--- config.mk ---
export PLATFORM = sky130hd
export DESIGN_NAME = lut_distributed_ram
export DESIGN_NICKNAME = d
export VERILOG_FILES = /design/src/inc/lut_ram_pkg.sv /design/src/lut_distributed_ram.sv
export VERILOG_INCLUDE_DIRS = /design/src /design/src/inc
export SDC_FILE = /design/constraint.sdc
export NUM_CORES = 1
export LEC_CHECK = 0
export BUFFER_PORTS_ARGS = -buffer_cell sky130_fd_sc_hd__buf_2
export CORE_MARGIN = 10
export CORE_UTILIZATION = 40
export CTS_BUF_LIST = sky130_fd_sc_hd__clkbuf_4
export DETAILED_ROUTE_END_ITERATION = 7
export PLACE_DENSITY = 0.72
export SLEW_MARGIN = 5
export SYNTH_ARGS = -nofsm -noshare
export SYNTH_HDL_FRONTEND = slang
export SYNTH_SLANG_ARGS = --single-unit
--- constraint.sdc ---
create_clock -name aclk -period 3.5 [get_ports aclk]
set_input_delay 0.7 -clock aclk [delete_from_list [all_inputs] [get_ports aclk]]
set_output_delay 0.7 -clock aclk [all_outputs]
set_load 0.01 [all_outputs]
--- src/inc/lut_ram_defs.svh ---
// Constants of the logic-block distributed memory: offsets, fields, resets, timing
`ifndef LUT_RAM_DEFS_SVH
`define LUT_RAM_DEFS_SVH
`define ADDR_W 8
`define OFF_CTRL 8'h00
`define OFF_HFUNC 8'h04
`define OFF_INIT_A 8'h08
`define OFF_INIT_B 8'h0C
`define OFF_STATUS 8'h10
`define CTRL_W 11
`define CTRL_RESET 11'h000
`define HFUNC_RESET 8'h00
`define MEM_INIT 16'h0000
`define STS_STALL_BIT 4
`define RESP_OKAY 2'h0
`define RESP_SLVERR 2'h2
`define CLK_PERIOD_NS 10
`define STALL_TIME_NS 1000000
`define STALL_CYCLES (`STALL_TIME_NS / `CLK_PERIOD_NS)
`define CNT_W 17
`endif

--- src/inc/lut_ram_pkg.sv ---
// Types of the logic-block distributed memory
package lut_ram_pkg;
    typedef enum logic [1:0] {
        MODE_16X2 = 2'h0,
        MODE_32X1 = 2'h1,
        MODE_16X1 = 2'h2,
        MODE_DUAL = 2'h3
    } mem_mode_t;
    typedef enum logic [1:0] {
        SRC_F = 2'h0,
        SRC_G = 2'h1,
        SRC_H = 2'h2,
        SRC_DATA_IN = 2'h3
    } ff_src_t;
    typedef struct packed {
        logic ff_fall;
        ff_src_t yq_src;
        ff_src_t xq_src;
        logic y_sel_h;
        logic x_sel_h;
        logic wclk_fall;
        logic level_mode;
        mem_mode_t mode;
    } ctrl_t;
    typedef enum logic [2:0] {
        REG_CTRL = 3'h0,
        REG_HFUNC = 3'h1,
        REG_INIT_A = 3'h2,
        REG_INIT_B = 3'h3,
        REG_STATUS = 3'h4,
        REG_NONE = 3'h5
    } reg_sel_t;
endpackage

--- src/lut_distributed_ram.sv ---
// Logic-block distributed memory with AXI4-Lite configuration and status
`timescale 1ns/1ps
`include "lut_ram_defs.svh"
module lut_distributed_ram #(
    parameter int unsigned STALL_CYCLES = `STALL_CYCLES
) (
    // Clock and reset
    input wire logic aclk,
    input wire logic aresetn,
    // AXI4-Lite write address and data
    input wire logic awvalid,
    output logic awready,
    input wire logic [`ADDR_W-1:0] awaddr,
    input wire logic [2:0] awprot,
    input wire logic wvalid,
    output logic wready,
    input wire logic [31:0] wdata,
    input wire logic [3:0] wstrb,
    // AXI4-Lite write response
    output logic bvalid,
    input wire logic bready,
    output logic [1:0] bresp,
    // AXI4-Lite read
    input wire logic arvalid,
    output logic arready,
    input wire logic [`ADDR_W-1:0] araddr,
    input wire logic [2:0] arprot,
    output logic rvalid,
    input wire logic rready,
    output logic [31:0] rdata,
    output logic [1:0] rresp,
    // Fabric side pins
    input wire logic block_clock,
    input wire logic [3:0] table_a_address,
    input wire logic [3:0] table_b_address,
    input wire logic direct_in_line,
    input wire logic third_gen_input_one,
    input wire logic set_reset_line,
    // Fabric side results
    output logic x_out,
    output logic y_out,
    output logic single_port_output,
    output logic second_port_output,
    output logic xq_out,
    output logic yq_out
);
    // Register decode, shared by the read and write paths
    function automatic lut_ram_pkg::reg_sel_t decode(input logic [`ADDR_W-1:0] addr);
        case (addr)
            `OFF_CTRL: decode = lut_ram_pkg::REG_CTRL;
            `OFF_HFUNC: decode = lut_ram_pkg::REG_HFUNC;
            `OFF_INIT_A: decode = lut_ram_pkg::REG_INIT_A;
            `OFF_INIT_B: decode = lut_ram_pkg::REG_INIT_B;
            `OFF_STATUS: decode = lut_ram_pkg::REG_STATUS;
            default: decode = lut_ram_pkg::REG_NONE;
        endcase
    endfunction

    // Byte-lane merge for narrow registers
    function automatic logic [31:0] merge(input logic [31:0] old, input logic [31:0] nw, input logic [3:0] strb);
        merge = old;
        for (int i = 0; i < 4; i++) begin
            if (strb[i]) begin
                merge[i*8 +: 8] = nw[i*8 +: 8];
            end
        end
    endfunction

    // Configuration, status and bus state
    lut_ram_pkg::ctrl_t ctrl_reg;
    logic [7:0] hfunc_reg;
    logic stall_reg;
    logic [`CNT_W-1:0] stall_cnt_reg;
    logic clk_prev_reg;
    logic xq_reg;
    logic yq_reg;
    logic aw_hold_reg;
    logic w_hold_reg;
    logic [`ADDR_W-1:0] awaddr_reg;
    logic [31:0] wdata_reg;
    logic [3:0] wstrb_reg;
    logic bvalid_reg;
    logic [1:0] bresp_reg;
    logic rvalid_reg;
    logic [31:0] rdata_reg;
    logic [1:0] rresp_reg;

    // Two tables of sixteen cells; no reset, zero after configuration
    logic [15:0] lut_mem [0:1] = '{`MEM_INIT, `MEM_INIT};

    // Bus handshakes; one write and one read under way at most
    assign awready = !aw_hold_reg && !bvalid_reg;
    assign wready = !w_hold_reg && !bvalid_reg;
    assign arready = !rvalid_reg;
    assign bvalid = bvalid_reg;
    assign bresp = bresp_reg;
    assign rvalid = rvalid_reg;
    assign rdata = rdata_reg;
    assign rresp = rresp_reg;

    wire lut_ram_pkg::reg_sel_t wr_sel = decode(awaddr_reg);
    wire lut_ram_pkg::reg_sel_t rd_sel = decode(araddr);
    wire commit = aw_hold_reg && w_hold_reg && !bvalid_reg;
    wire cfg_load_a = commit && (wr_sel == lut_ram_pkg::REG_INIT_A);
    wire cfg_load_b = commit && (wr_sel == lut_ram_pkg::REG_INIT_B);
    wire stall_clear = commit && (wr_sel == lut_ram_pkg::REG_STATUS) && wstrb_reg[0]
        && wdata_reg[`STS_STALL_BIT];
    wire [31:0] wr_merged_ctrl = merge({21'h000000, ctrl_reg}, wdata_reg, wstrb_reg);
    wire [31:0] wr_merged_h = merge({24'h000000, hfunc_reg}, wdata_reg, wstrb_reg);
    wire [31:0] wr_merged_a = merge({16'h0000, lut_mem[0]}, wdata_reg, wstrb_reg);
    wire [31:0] wr_merged_b = merge({16'h0000, lut_mem[1]}, wdata_reg, wstrb_reg);

    // Control-line redefinition in memory mode
    wire mem_data_in_first = direct_in_line;
    wire mem_data_in_second = third_gen_input_one;
    wire we = set_reset_line;
    wire [3:0] second_read_address = table_b_address;

    wire lut_ram_pkg::mem_mode_t mode = ctrl_reg.mode;
    wire is_dual = (mode == lut_ram_pkg::MODE_DUAL);
    wire is_32 = (mode == lut_ram_pkg::MODE_32X1);
    wire is_16x2 = (mode == lut_ram_pkg::MODE_16X2);
    // Dual-port always writes on the clock edge
    wire level_timing = ctrl_reg.level_mode && !is_dual;

    // Block clock edges, taken from the sampled pin level
    wire clk_rise = block_clock && !clk_prev_reg;
    wire clk_fall = !block_clock && clk_prev_reg;
    wire wr_edge = ctrl_reg.wclk_fall ? clk_fall : clk_rise;
    wire ff_edge = ctrl_reg.ff_fall ? clk_fall : clk_rise;
    // Level mode: enable is the strobe; edge mode: enable only qualifies the edge
    wire strobe = level_timing ? we : (wr_edge && we);

    // Per-table write enable, address and data
    logic [1:0] wr_en;
    logic [1:0][3:0] wr_addr;
    logic [1:0] wr_data;
    genvar t;
    generate
        for (t = 0; t < 2; t++) begin : g_tab
            wire own_addr = (t == 1) && is_16x2;
            wire sel = is_32 ? (mem_data_in_second == 1'(t))
                : (mode == lut_ram_pkg::MODE_16X1) ? (t == 0) : 1'b1;
            assign wr_en[t] = strobe && sel;
            assign wr_addr[t] = own_addr ? table_b_address : table_a_address;
            assign wr_data[t] = own_addr ? mem_data_in_second : mem_data_in_first;
        end
    endgenerate

    // Reads: plain lookup; the second table's read address is chosen by the mode
    wire [3:0] rd_addr_b = is_dual ? second_read_address : is_32 ? table_a_address : table_b_address;
    wire f_val = lut_mem[0][table_a_address];
    wire g_val = lut_mem[1][rd_addr_b];
    // Third generator as function of both table outputs and the second data input; in 32x1 it picks the half
    wire h_val = is_32 ? (mem_data_in_second ? g_val : f_val)
        : hfunc_reg[{mem_data_in_second, g_val, f_val}];
    assign single_port_output = is_32 ? h_val : f_val;
    assign second_port_output = g_val;
    assign x_out = (ctrl_reg.x_sel_h || is_32) ? h_val : f_val;
    assign y_out = ctrl_reg.y_sel_h ? h_val : g_val;
    assign xq_out = xq_reg;
    assign yq_out = yq_reg;

    // Flop source selection, also used for the second flop
    function automatic logic pick(input lut_ram_pkg::ff_src_t s, input logic f, input logic g,
        input logic h, input logic d);
        case (s)
            lut_ram_pkg::SRC_F: pick = f;
            lut_ram_pkg::SRC_G: pick = g;
            lut_ram_pkg::SRC_H: pick = h;
            default: pick = d;
        endcase
    endfunction

    // Contents: configuration load wins, then the internal write pulse
    always_ff @(posedge aclk) begin
        for (int i = 0; i < 2; i++) begin
            if (wr_en[i]) begin
                lut_mem[i][wr_addr[i]] <= wr_data[i];
            end
        end
        if (cfg_load_a) begin
            lut_mem[0] <= wr_merged_a[15:0];
        end
        if (cfg_load_b) begin
            lut_mem[1] <= wr_merged_b[15:0];
        end
    end

    // Block flops capture on their own edge, cleared by reset unlike the tables
    always_ff @(posedge aclk) begin
        if (!aresetn) begin
            xq_reg <= 1'b0;
            yq_reg <= 1'b0;
            clk_prev_reg <= block_clock; // Tracks the pin so release shows no false edge
        end else begin
            clk_prev_reg <= block_clock;
            if (ff_edge) begin
                xq_reg <= pick(ctrl_reg.xq_src, f_val, g_val, h_val, mem_data_in_first);
                yq_reg <= pick(ctrl_reg.yq_src, f_val, g_val, h_val, mem_data_in_first);
            end
        end
    end

    // Watch the phase after the active edge; a stopped clock there is a hazard
    wire post_edge_level = ctrl_reg.wclk_fall ? !block_clock : block_clock;
    wire stall_hit = (stall_cnt_reg >= STALL_CYCLES[`CNT_W-1:0]);
    always_ff @(posedge aclk) begin
        if (!aresetn) begin
            stall_cnt_reg <= '0;
        end else if (!post_edge_level || level_timing) begin
            stall_cnt_reg <= '0;
        end else if (!stall_hit) begin
            stall_cnt_reg <= stall_cnt_reg + 1'b1;
        end
    end

    // Sticky flag: a new hit wins over a clear in the same cycle
    always_ff @(posedge aclk) begin
        if (!aresetn) begin
            stall_reg <= 1'b0;
        end else begin
            stall_reg <= stall_hit || (stall_reg && !stall_clear);
        end
    end

    // Write channel: address and data in any order, response after both
    always_ff @(posedge aclk) begin
        if (!aresetn) begin
            aw_hold_reg <= 1'b0;
            w_hold_reg <= 1'b0;
            awaddr_reg <= '0;
            wdata_reg <= '0;
            wstrb_reg <= '0;
            bvalid_reg <= 1'b0;
            bresp_reg <= `RESP_OKAY;
        end else begin
            if (awvalid && awready) begin
                aw_hold_reg <= 1'b1;
                awaddr_reg <= awaddr;
            end
            if (wvalid && wready) begin
                w_hold_reg <= 1'b1;
                wdata_reg <= wdata;
                wstrb_reg <= wstrb;
            end
            if (commit) begin
                aw_hold_reg <= 1'b0;
                w_hold_reg <= 1'b0;
                bvalid_reg <= 1'b1;
                bresp_reg <= (wr_sel == lut_ram_pkg::REG_NONE) ? `RESP_SLVERR : `RESP_OKAY;
            end else if (bvalid_reg && bready) begin
                bvalid_reg <= 1'b0;
            end
        end
    end

    // Control registers, written on commit
    always_ff @(posedge aclk) begin
        if (!aresetn) begin
            ctrl_reg <= `CTRL_RESET;
            hfunc_reg <= `HFUNC_RESET;
        end else if (commit && wr_sel == lut_ram_pkg::REG_CTRL) begin
            ctrl_reg <= wr_merged_ctrl[`CTRL_W-1:0];
        end else if (commit && wr_sel == lut_ram_pkg::REG_HFUNC) begin
            hfunc_reg <= wr_merged_h[7:0];
        end
    end

    // Read data selection
    logic [31:0] rd_word;
    always_comb begin
        case (rd_sel)
            lut_ram_pkg::REG_CTRL: rd_word = {21'h000000, ctrl_reg};
            lut_ram_pkg::REG_HFUNC: rd_word = {24'h000000, hfunc_reg};
            lut_ram_pkg::REG_INIT_A: rd_word = {16'h0000, lut_mem[0]};
            lut_ram_pkg::REG_INIT_B: rd_word = {16'h0000, lut_mem[1]};
            lut_ram_pkg::REG_STATUS: rd_word = {27'h0000000, stall_reg, yq_reg, xq_reg, y_out, x_out};
            default: rd_word = 32'h00000000;
        endcase
    end

    // Read channel: answer on the same edge that takes the address
    always_ff @(posedge aclk) begin
        if (!aresetn) begin
            rvalid_reg <= 1'b0;
            rdata_reg <= '0;
            rresp_reg <= `RESP_OKAY;
        end else if (arvalid && arready) begin
            rvalid_reg <= 1'b1;
            rdata_reg <= rd_word;
            rresp_reg <= (rd_sel == lut_ram_pkg::REG_NONE) ? `RESP_SLVERR : `RESP_OKAY;
        end else if (rvalid_reg && rready) begin
            rvalid_reg <= 1'b0;
        end
    end
endmodule

==> results of run 1 <==
-- power by group through the flow --
| stage | registers, W | clock network, W | logic [W] |
|---|---|---|---|
| floorplan | 0.00151 | 0 | 0.000257 |
| global placement | 0.00152 | 0 | 0.000351 |
| detailed placement | 0.00152 | 0 | 0.000356 |
| CTS | 0.00149 | 0.00118 | 0.000373 |
| global route | 0.00150 | 0.00125 | 0.000424 |
| finish | 0.00149 | 0.00115 | 0.000386 |
-- Yosys cell counts (all sizes together) (3+ instances only) --
library cell	count
dfxtp	88
a211oi	6
nor3	26
xor2	11
o21ai	47
nand3b	6
nand2b	11
a21oi	37
xnor2	3
nand4	9
or3	3
buf	29
a21boi	38
and3	13
nand2	105
nor2b	32
a32oi	3
inv	11
nor2	49
edfxtp	32
nand3	17
a31oi	11
clkbuf	33
and2	5
mux2i	24
a21o	33
a22oi	11
mux2	14
mux4	7
-- cell usage in the layout, fill, tap and decap left out, drive strengths merged, types with 11 or more instances in the layout --
cell    Yosys  final
mux2i      24     24
nand2b     11     11
mux2       14     14
nand2     105    105
inv        11     13
a31oi      11     11
nor2       49     49
xor2       11     11
dfxtp      88     88
clkbuf     33     18
a21oi      37     37
conb        1     18
a21o       33     33
o21ai      47     47
nand3      17     17
a21boi     38     38
nor3       26     26
buf        29    108
nor2b      32     32
a22oi      11     11
and3       13     13
edfxtp     32     32
-- cells by family (layout without fill, tap and decap cells) --
logic type	count (synthesis)	after routing	synth area share, %
mux	45	45	8.45
other cells	1	18	0.0567
xor+xnor	14	14	1.85
flops	120	120	41.1
compound gates	199	199	20.9
buf+inv	73	151	5.98
simple gates	288	288	21.3
fa+ha+maj	2	2	0.378
-- per-layer routing --
layer	global-route usage (%)	wire length [um]	vias up
li1	-	-	2786
met1	22.7	8480	2734
met2	25.8	8510	282
met3	5.61	1900	38
met4	5.40	426	0
met5	0	0	-
-- what timing repair did --
action	in CTS	in global routing
setup endpoints to repair	4	4
hold buffers	0	0
buffers inserted	7	1
gates resized for setup	16	11
pin swaps	8	6
cloned	0	0
hold endpoints to repair	0	0
-- worst min path at each step --
| stage | endpoint | from | cells past startpoint | slack, ns |
|---|---|---|---|---|
| floorplan | stall_cnt_reg[16] | stall_cnt_reg[16] | 2 | 0.44 |
| global placement | awaddr_reg[0] | awaddr_reg[0] | 2 | 0.46 |
| detailed placement | awaddr_reg[6] | awaddr_reg[6] | 2 | 0.46 |
| CTS | clk_prev_reg | block_clock | 1 | 0.27 |
| global route | clk_prev_reg | block_clock | 1 | 0.26 |
| finish | clk_prev_reg | block_clock | 1 | 0.30 |
-- layout make-up --
class | instances | area [um2]
Timing Repair Buffer | 108 | 608
Fill cell | 1559 | 8380
Inverter | 11 | 41.3
Tap cell | 216 | 270
Multi-Input combinational cell | 566 | 3700
Clock buffer | 18 | 135
Clock inverter | 14 | 199
Sequential cell | 120 | 2730
-- critical path, cell delays in order (launching register included) --
cell and delay [ns]:
dfxtp_4 0.45, nand2b_4 0.19, buf_4 0.15, a21oi_1 0.05, nor2_1 0.24, a311oi_2 0.19, buf_4 0.18, a32oi_4 0.25
mux2i_4 0.33, a21oi_2 0.10, a21oi_2 0.14, buf_2 0.15
-- through the flow --
stage | instance area, um2 | std cells
after floorplan | 6680 | 759
after global placement | 7140 | 1013
after detailed placement | 7140 | 1013
after CTS | 7610 | 1052
after global routing | 7680 | 1053
final | 7680 | 1053
==> results.sh, run 1 <==
export IMPL_p_sw_share_pct=27.7
export IMPL_via_count=5840
export IMPL_synthCells=742
export IMPL_cts_tree="yes"
export IMPL_synth_cell_types=61
export IMPL_finalWorstSetupSlack_ns=-0.208
export IMPL_rrSetupSlack_ns=0.83
export IMPL_r2r_start="bvalid"
export IMPL_h_tree_depth=4
export IMPL_ios=124
export IMPL_async_flop_share_pct=0
export IMPL_clk_path_buf_depth=2
export IMPL_hold_path_class="in -> reg"
export IMPL_yosysWarnings=0
export IMPL_gp_congestion=0.953
export IMPL_diodes=0
export IMPL_cp_startpoint="mode[1]"
export IMPL_yosys_area_top_type_share_pct=26.6
export IMPL_violations="negative setup slack"
export IMPL_worst_endpoint_required_ns=2.80
export IMPL_cts_made_buffers=17
export IMPL_power_w=0.00303
export IMPL_seqPwrFrac_pct=49.2
export IMPL_whs_ns=0.299
export IMPL_outcome="complete, but fails checks"
export IMPL_start_util_pct=41.2
export IMPL_die_h_um=149
export IMPL_synth_area_um2=6620
export IMPL_hold_violations=0
export IMPL_path_max_fanout=7
export IMPL_reg2reg_depth=6
export IMPL_yosysTopAreaCell="dfxtp_1"
export IMPL_drt_initial_drc_count=558
export IMPL_rsz0062_at_grt="true"
export IMPL_io_buffer_count=81
export IMPL_overflow=0
export IMPL_grt_antenna_before_repair=0
export IMPL_power_leakage_nw=3.06
export IMPL_relSlewSlack_pct=19.1
export IMPL_synthToLayoutAreaGrowth_pct=16.1
export IMPL_synth_edf_count=32
export IMPL_core_um2=16100
export IMPL_die_w_um=149
export IMPL_min_period_ns=3.71
export IMPL_period_share_pct=106
export IMPL_grt_pass1_vias=5557
export IMPL_drc_errors=0
export IMPL_dp_slack_ns=0.00864
export IMPL_fin_tns_setup_ns=-0.467
export IMPL_grt_start_max_net_pins=58
export IMPL_vdd_drop_max_mv=0.248
export IMPL_layout_drive_gt1_share_pct=23.3
export IMPL_clock_sinks=120
export IMPL_final_nets=903
export IMPL_wl_per_cell_um=18.3
export IMPL_endpoint_kind="output port"
export IMPL_switchingPower_w=0.000839
export IMPL_startpoint_type="flop"
export IMPL_power_density_nw_per_um2=395
export IMPL_p_int_w=0.00219
export IMPL_finalSetupViolations=3
export IMPL_num_rows=46
export IMPL_routed_wl_mm=19.3
export IMPL_vias_per_cell=5.55
export IMPL_fin_skew_ns=0.0145
export IMPL_synth_seq_cells=120
export IMPL_cp_arrival_ns=3.01
export IMPL_synth_area_leaders="dfxtp_1 (27%), edfxtp_1 (15%), nand2_1 (6.0%)"
export IMPL_r2r_end="lut_mem[0][27]"
export IMPL_ys_flop_type="dfxtp_1"
export IMPL_yosysSeqAreaShare_pct=41.1
export IMPL_path_class="reg -> out"
export IMPL_pwr_share_comb_pct=12.7
export IMPL_track_usage_pct=17.2
export IMPL_fp_dieArea_um2=22100
export IMPL_largest_reg_flops=32
export IMPL_insertion_delay_ns=0.56
export IMPL_tightest_slew_ns=1.21
export IMPL_drtPass1Iterations=7
export IMPL_ctsRootBufferMaster="clkbuf_4"
export IMPL_grt_pass1_wl_mm=30.1
export IMPL_dp_hpwl_mm=14.3
export IMPL_crit_path_end="y_out"
export IMPL_max_freq_mhz=270
export IMPL_slew_violations=0
export IMPL_fin_util_pct=47.8
export IMPL_avgSynthCellArea_um2=8.92
export IMPL_p_clk_share_pct=38.1
export IMPL_max_cap_viol_count=0
export IMPL_clk_pin_slew_ns=0.12
export IMPL_drtAntennaViolNets=0
No activity file was read; power rests on OpenSTA's default activity.
==> inputs of run 2 (changes only) <==
--- a/config.mk
+++ b/config.mk
@@ -8,5 +8,5 @@
 export LEC_CHECK = 0
 export BUFFER_PORTS_ARGS = -buffer_cell sky130_fd_sc_hd__buf_2
-export CORE_MARGIN = 10
+export CORE_MARGIN = 5
 export CORE_UTILIZATION = 40
 export CTS_BUF_LIST = sky130_fd_sc_hd__clkbuf_4
==> constraint.sdc (replaced) <==
create_clock -name aclk -period 3.5 [get_ports aclk]
set_input_delay 1.05 -clock aclk [delete_from_list [all_inputs] [get_ports aclk]]
set_output_delay 1.05 -clock aclk [all_outputs]
set_load 0.01 [all_outputs]
==> run 2 against run 1 <==
The flow still finishes with violations (negative setup slack); die area shrank 13%; sequential cell count is the same; global-route usage grew 2.1 points; setup slack lost 0.39 ns; largest power group unchanged; wire length shrank 3.2%; sequential share of layout area shrank 1.4 points; hold slack gained 0.17 ns; clock power is essentially flat; critical endpoint is now rdata[0]; cell area grew 3.9%; final cell count grew 3.2%; maximum frequency shrank 9.6%; total power shrank 0.37%.
==> results.sh, run 2 (synthesis gave the netlist of run 1 again) <==
export IMPL_final_common_cell="nand2_1"
export IMPL_reg2reg_depth=24
export IMPL_final_nets=932
export IMPL_drc_errors=0
export IMPL_grt_start_max_net_pins=71
export IMPL_violations="negative setup slack"
export IMPL_vias_per_cell=5.45
export IMPL_die_h_um=139
export IMPL_routed_wl_mm=18.7
export IMPL_relSlewSlack_pct=51.2
export IMPL_outcome="complete, but fails checks"
export IMPL_h_tree_depth=4
export IMPL_rsz0062_at_grt="true"
export IMPL_path_cells="buf_4 > mux2i_2 > mux4_2 > a21oi_1 > nand4_1 > mux2i_2 > nand3_2 > buf_4 > buf_4 > buf_4 > buf_4 > buf_4 > buf_4 > buf_4 > buf_4 > buf_4 > buf_4 > buf_4 > buf_4 > buf_4 > buf_4 > a21oi_2"
export IMPL_cts_tree="yes"
export IMPL_drtAntennaViolNets=0
export IMPL_power_leakage_nw=3.21
export IMPL_min_period_ns=4.10
export IMPL_dp_slack_ns=-0.597
export IMPL_fp_dieArea_um2=19200
export IMPL_largest_reg_flops=32
export IMPL_io_buffer_count=81
export IMPL_cp_slowest_cell="mux4_2"
export IMPL_hold_path_class="reg -> reg"
export IMPL_track_usage_pct=19.3
export IMPL_grt_pass1_vias=5577
export IMPL_start_util_pct=40.3
export IMPL_ctsRootBufferMaster="clkbuf_4"
export IMPL_layout_common_cells="nand2_1 (104), dfxtp_1 (86), buf_2 (74), buf_4 (55), nor2_1 (48)"
export IMPL_finalWorstSetupSlack_ns=-0.602
export IMPL_place_area_um2=7320
export IMPL_drt_initial_drc_count=537
export IMPL_path_class="in -> reg"
export IMPL_period_share_pct=117
export IMPL_gp_congestion=0.998
export IMPL_worst_endpoint_required_ns=3.97
export IMPL_hold_depth=2
export IMPL_clk_pin_slew_ns=0.10
export IMPL_core_um2=16400
export IMPL_clk_path_buf_depth=2
export IMPL_via_count=5928
export IMPL_max_cap_viol_count=0
export IMPL_cp_arrival_ns=4.57
export IMPL_finalSetupViolations=5
export IMPL_num_rows=47
export IMPL_tightest_slew_ns=0.732
export IMPL_grt_antenna_before_repair=1
export IMPL_insertion_delay_ns=0.54
export IMPL_n_fill_cell=1540
export IMPL_max_freq_mhz=244
export IMPL_clock_sinks=120
export IMPL_rrSetupSlack_ns=-0.50
export IMPL_die_w_um=139
export IMPL_synthToLayoutAreaGrowth_pct=20.7
export IMPL_min_delay_start="awaddr_reg[5]"
export IMPL_endpoint_kind="flop"
export IMPL_fin_area_um2=7980
export IMPL_fin_skew_ns=0.0197
export IMPL_r2r_start="mode[0]"
export IMPL_worst_path_largest_cell_delay_ns=0.57
export IMPL_grt_pass1_wl_mm=29.6
export IMPL_wl_per_cell_um=17.2
export IMPL_dp_hpwl_mm=13.3
export IMPL_startpoint_type="input port"
export IMPL_vdd_drop_max_mv=0.236
export IMPL_power_density_nw_per_um2=378
export IMPL_ios=124
export IMPL_cts_made_buffers=17
export IMPL_cpMostUsedCell="buf_4"
export IMPL_hold_violations=0
export IMPL_holdPathEnd="awaddr_reg[5]"
export IMPL_path_max_fanout=10
export IMPL_layout_drive_gt1_share_pct=26.6
export IMPL_slew_violations=0
export IMPL_overflow=0
export IMPL_r2r_end="rdata[0]"
export IMPL_drtPass1Iterations=5
[run 2: power breakdown]
part / switching, W / internal (W) / total [W]
combinational: 0.000230 / 0.000179 / 0.000409
clock: 0.000541 / 0.000581 / 0.00112
sequential: 0.0000350 / 0.00145 / 0.00149
total: 0.000805 / 0.00221 / 0.00302
[run 2: worst max path at each step]
stage	from	endpoint	slack [ns]	depth (start not counted)
after floorplan	table_a_address[3]	y_out	-0.32	8
after global placement	table_a_address[2]	y_out	-0.52	10
after detailed placement	table_a_address[2]	y_out	-0.60	10
after CTS	table_a_address[3]	y_out	-0.48	8
after global routing	table_a_address[2]	rdata[0]	-0.66	23
final	table_a_address[3]	rdata[0]	-0.60	22
[run 2: area by class of cell]
class / count / area (um2) / area share (%)
clock inverters: 13 / 178 / 2.23
diodes: 1 / 2.50 / 0.0313
repair buffers: 136 / 880 / 11.0
flip-flops and latches: 120 / 2730 / 34.2
well taps: 220 / 275 / 3.45
clock buffers: 19 / 143 / 1.79
multi-input cells: 567 / 3730 / 46.8
inverters: 11 / 43.8 / 0.549
[run 2: through the flow]
step / hold WS, ns / util, % / cells / power (W) / TNS, ns
finish: 0.470 / 48.7 / 1087 / 0.00302 / -2.26
global route: 0.503 / 48.7 / 1087 / 0.00316 / -2.53
CTS: 0.475 / 48.3 / 1083 / 0.00303 / -1.78
detailed placement: 0.459 / 44.6 / 1033 / 0.00189 / -2.03
global placement: 0.453 / 44.6 / 1033 / 0.00189 / -1.81
floorplan: 0.441 / - / 759 / 0.00177 / -0.640
[run 2: timing repair]
| item | in CTS | in global routing |
|---|---|---|
| gates cloned | 1 | 0 |
| setup buffers | 17 | 3 |
| resized for setup | 27 | 14 |
| pin swaps | 14 | 5 |
| endpoints found under the setup margin | 4 | 5 |
| hold buffers | 0 | 0 |
[run 2: routing by layer]
metal / wire [um] / vias up / track usage (%) / share of wire, %
met1: 8170 / 2732 / 26.2 / 44
met3: 1690 / 52 / 4.48 / 9.0
li1: - / 2845 / - / -
met4: 666 / 0 / 8.65 / 3.6
met5: 0 / - / 0 / 0
met2: 8170 / 299 / 29.4 / 44
[run 2: critical path: cells and delay by family]
| kind | cells | cell delay [ns] |
|---|---|---|
| compound gates | 2 | 0.30 |
| buf+inv | 15 | 1.92 |
| simple gates | 2 | 0.27 |
| mux | 3 | 1.04 |
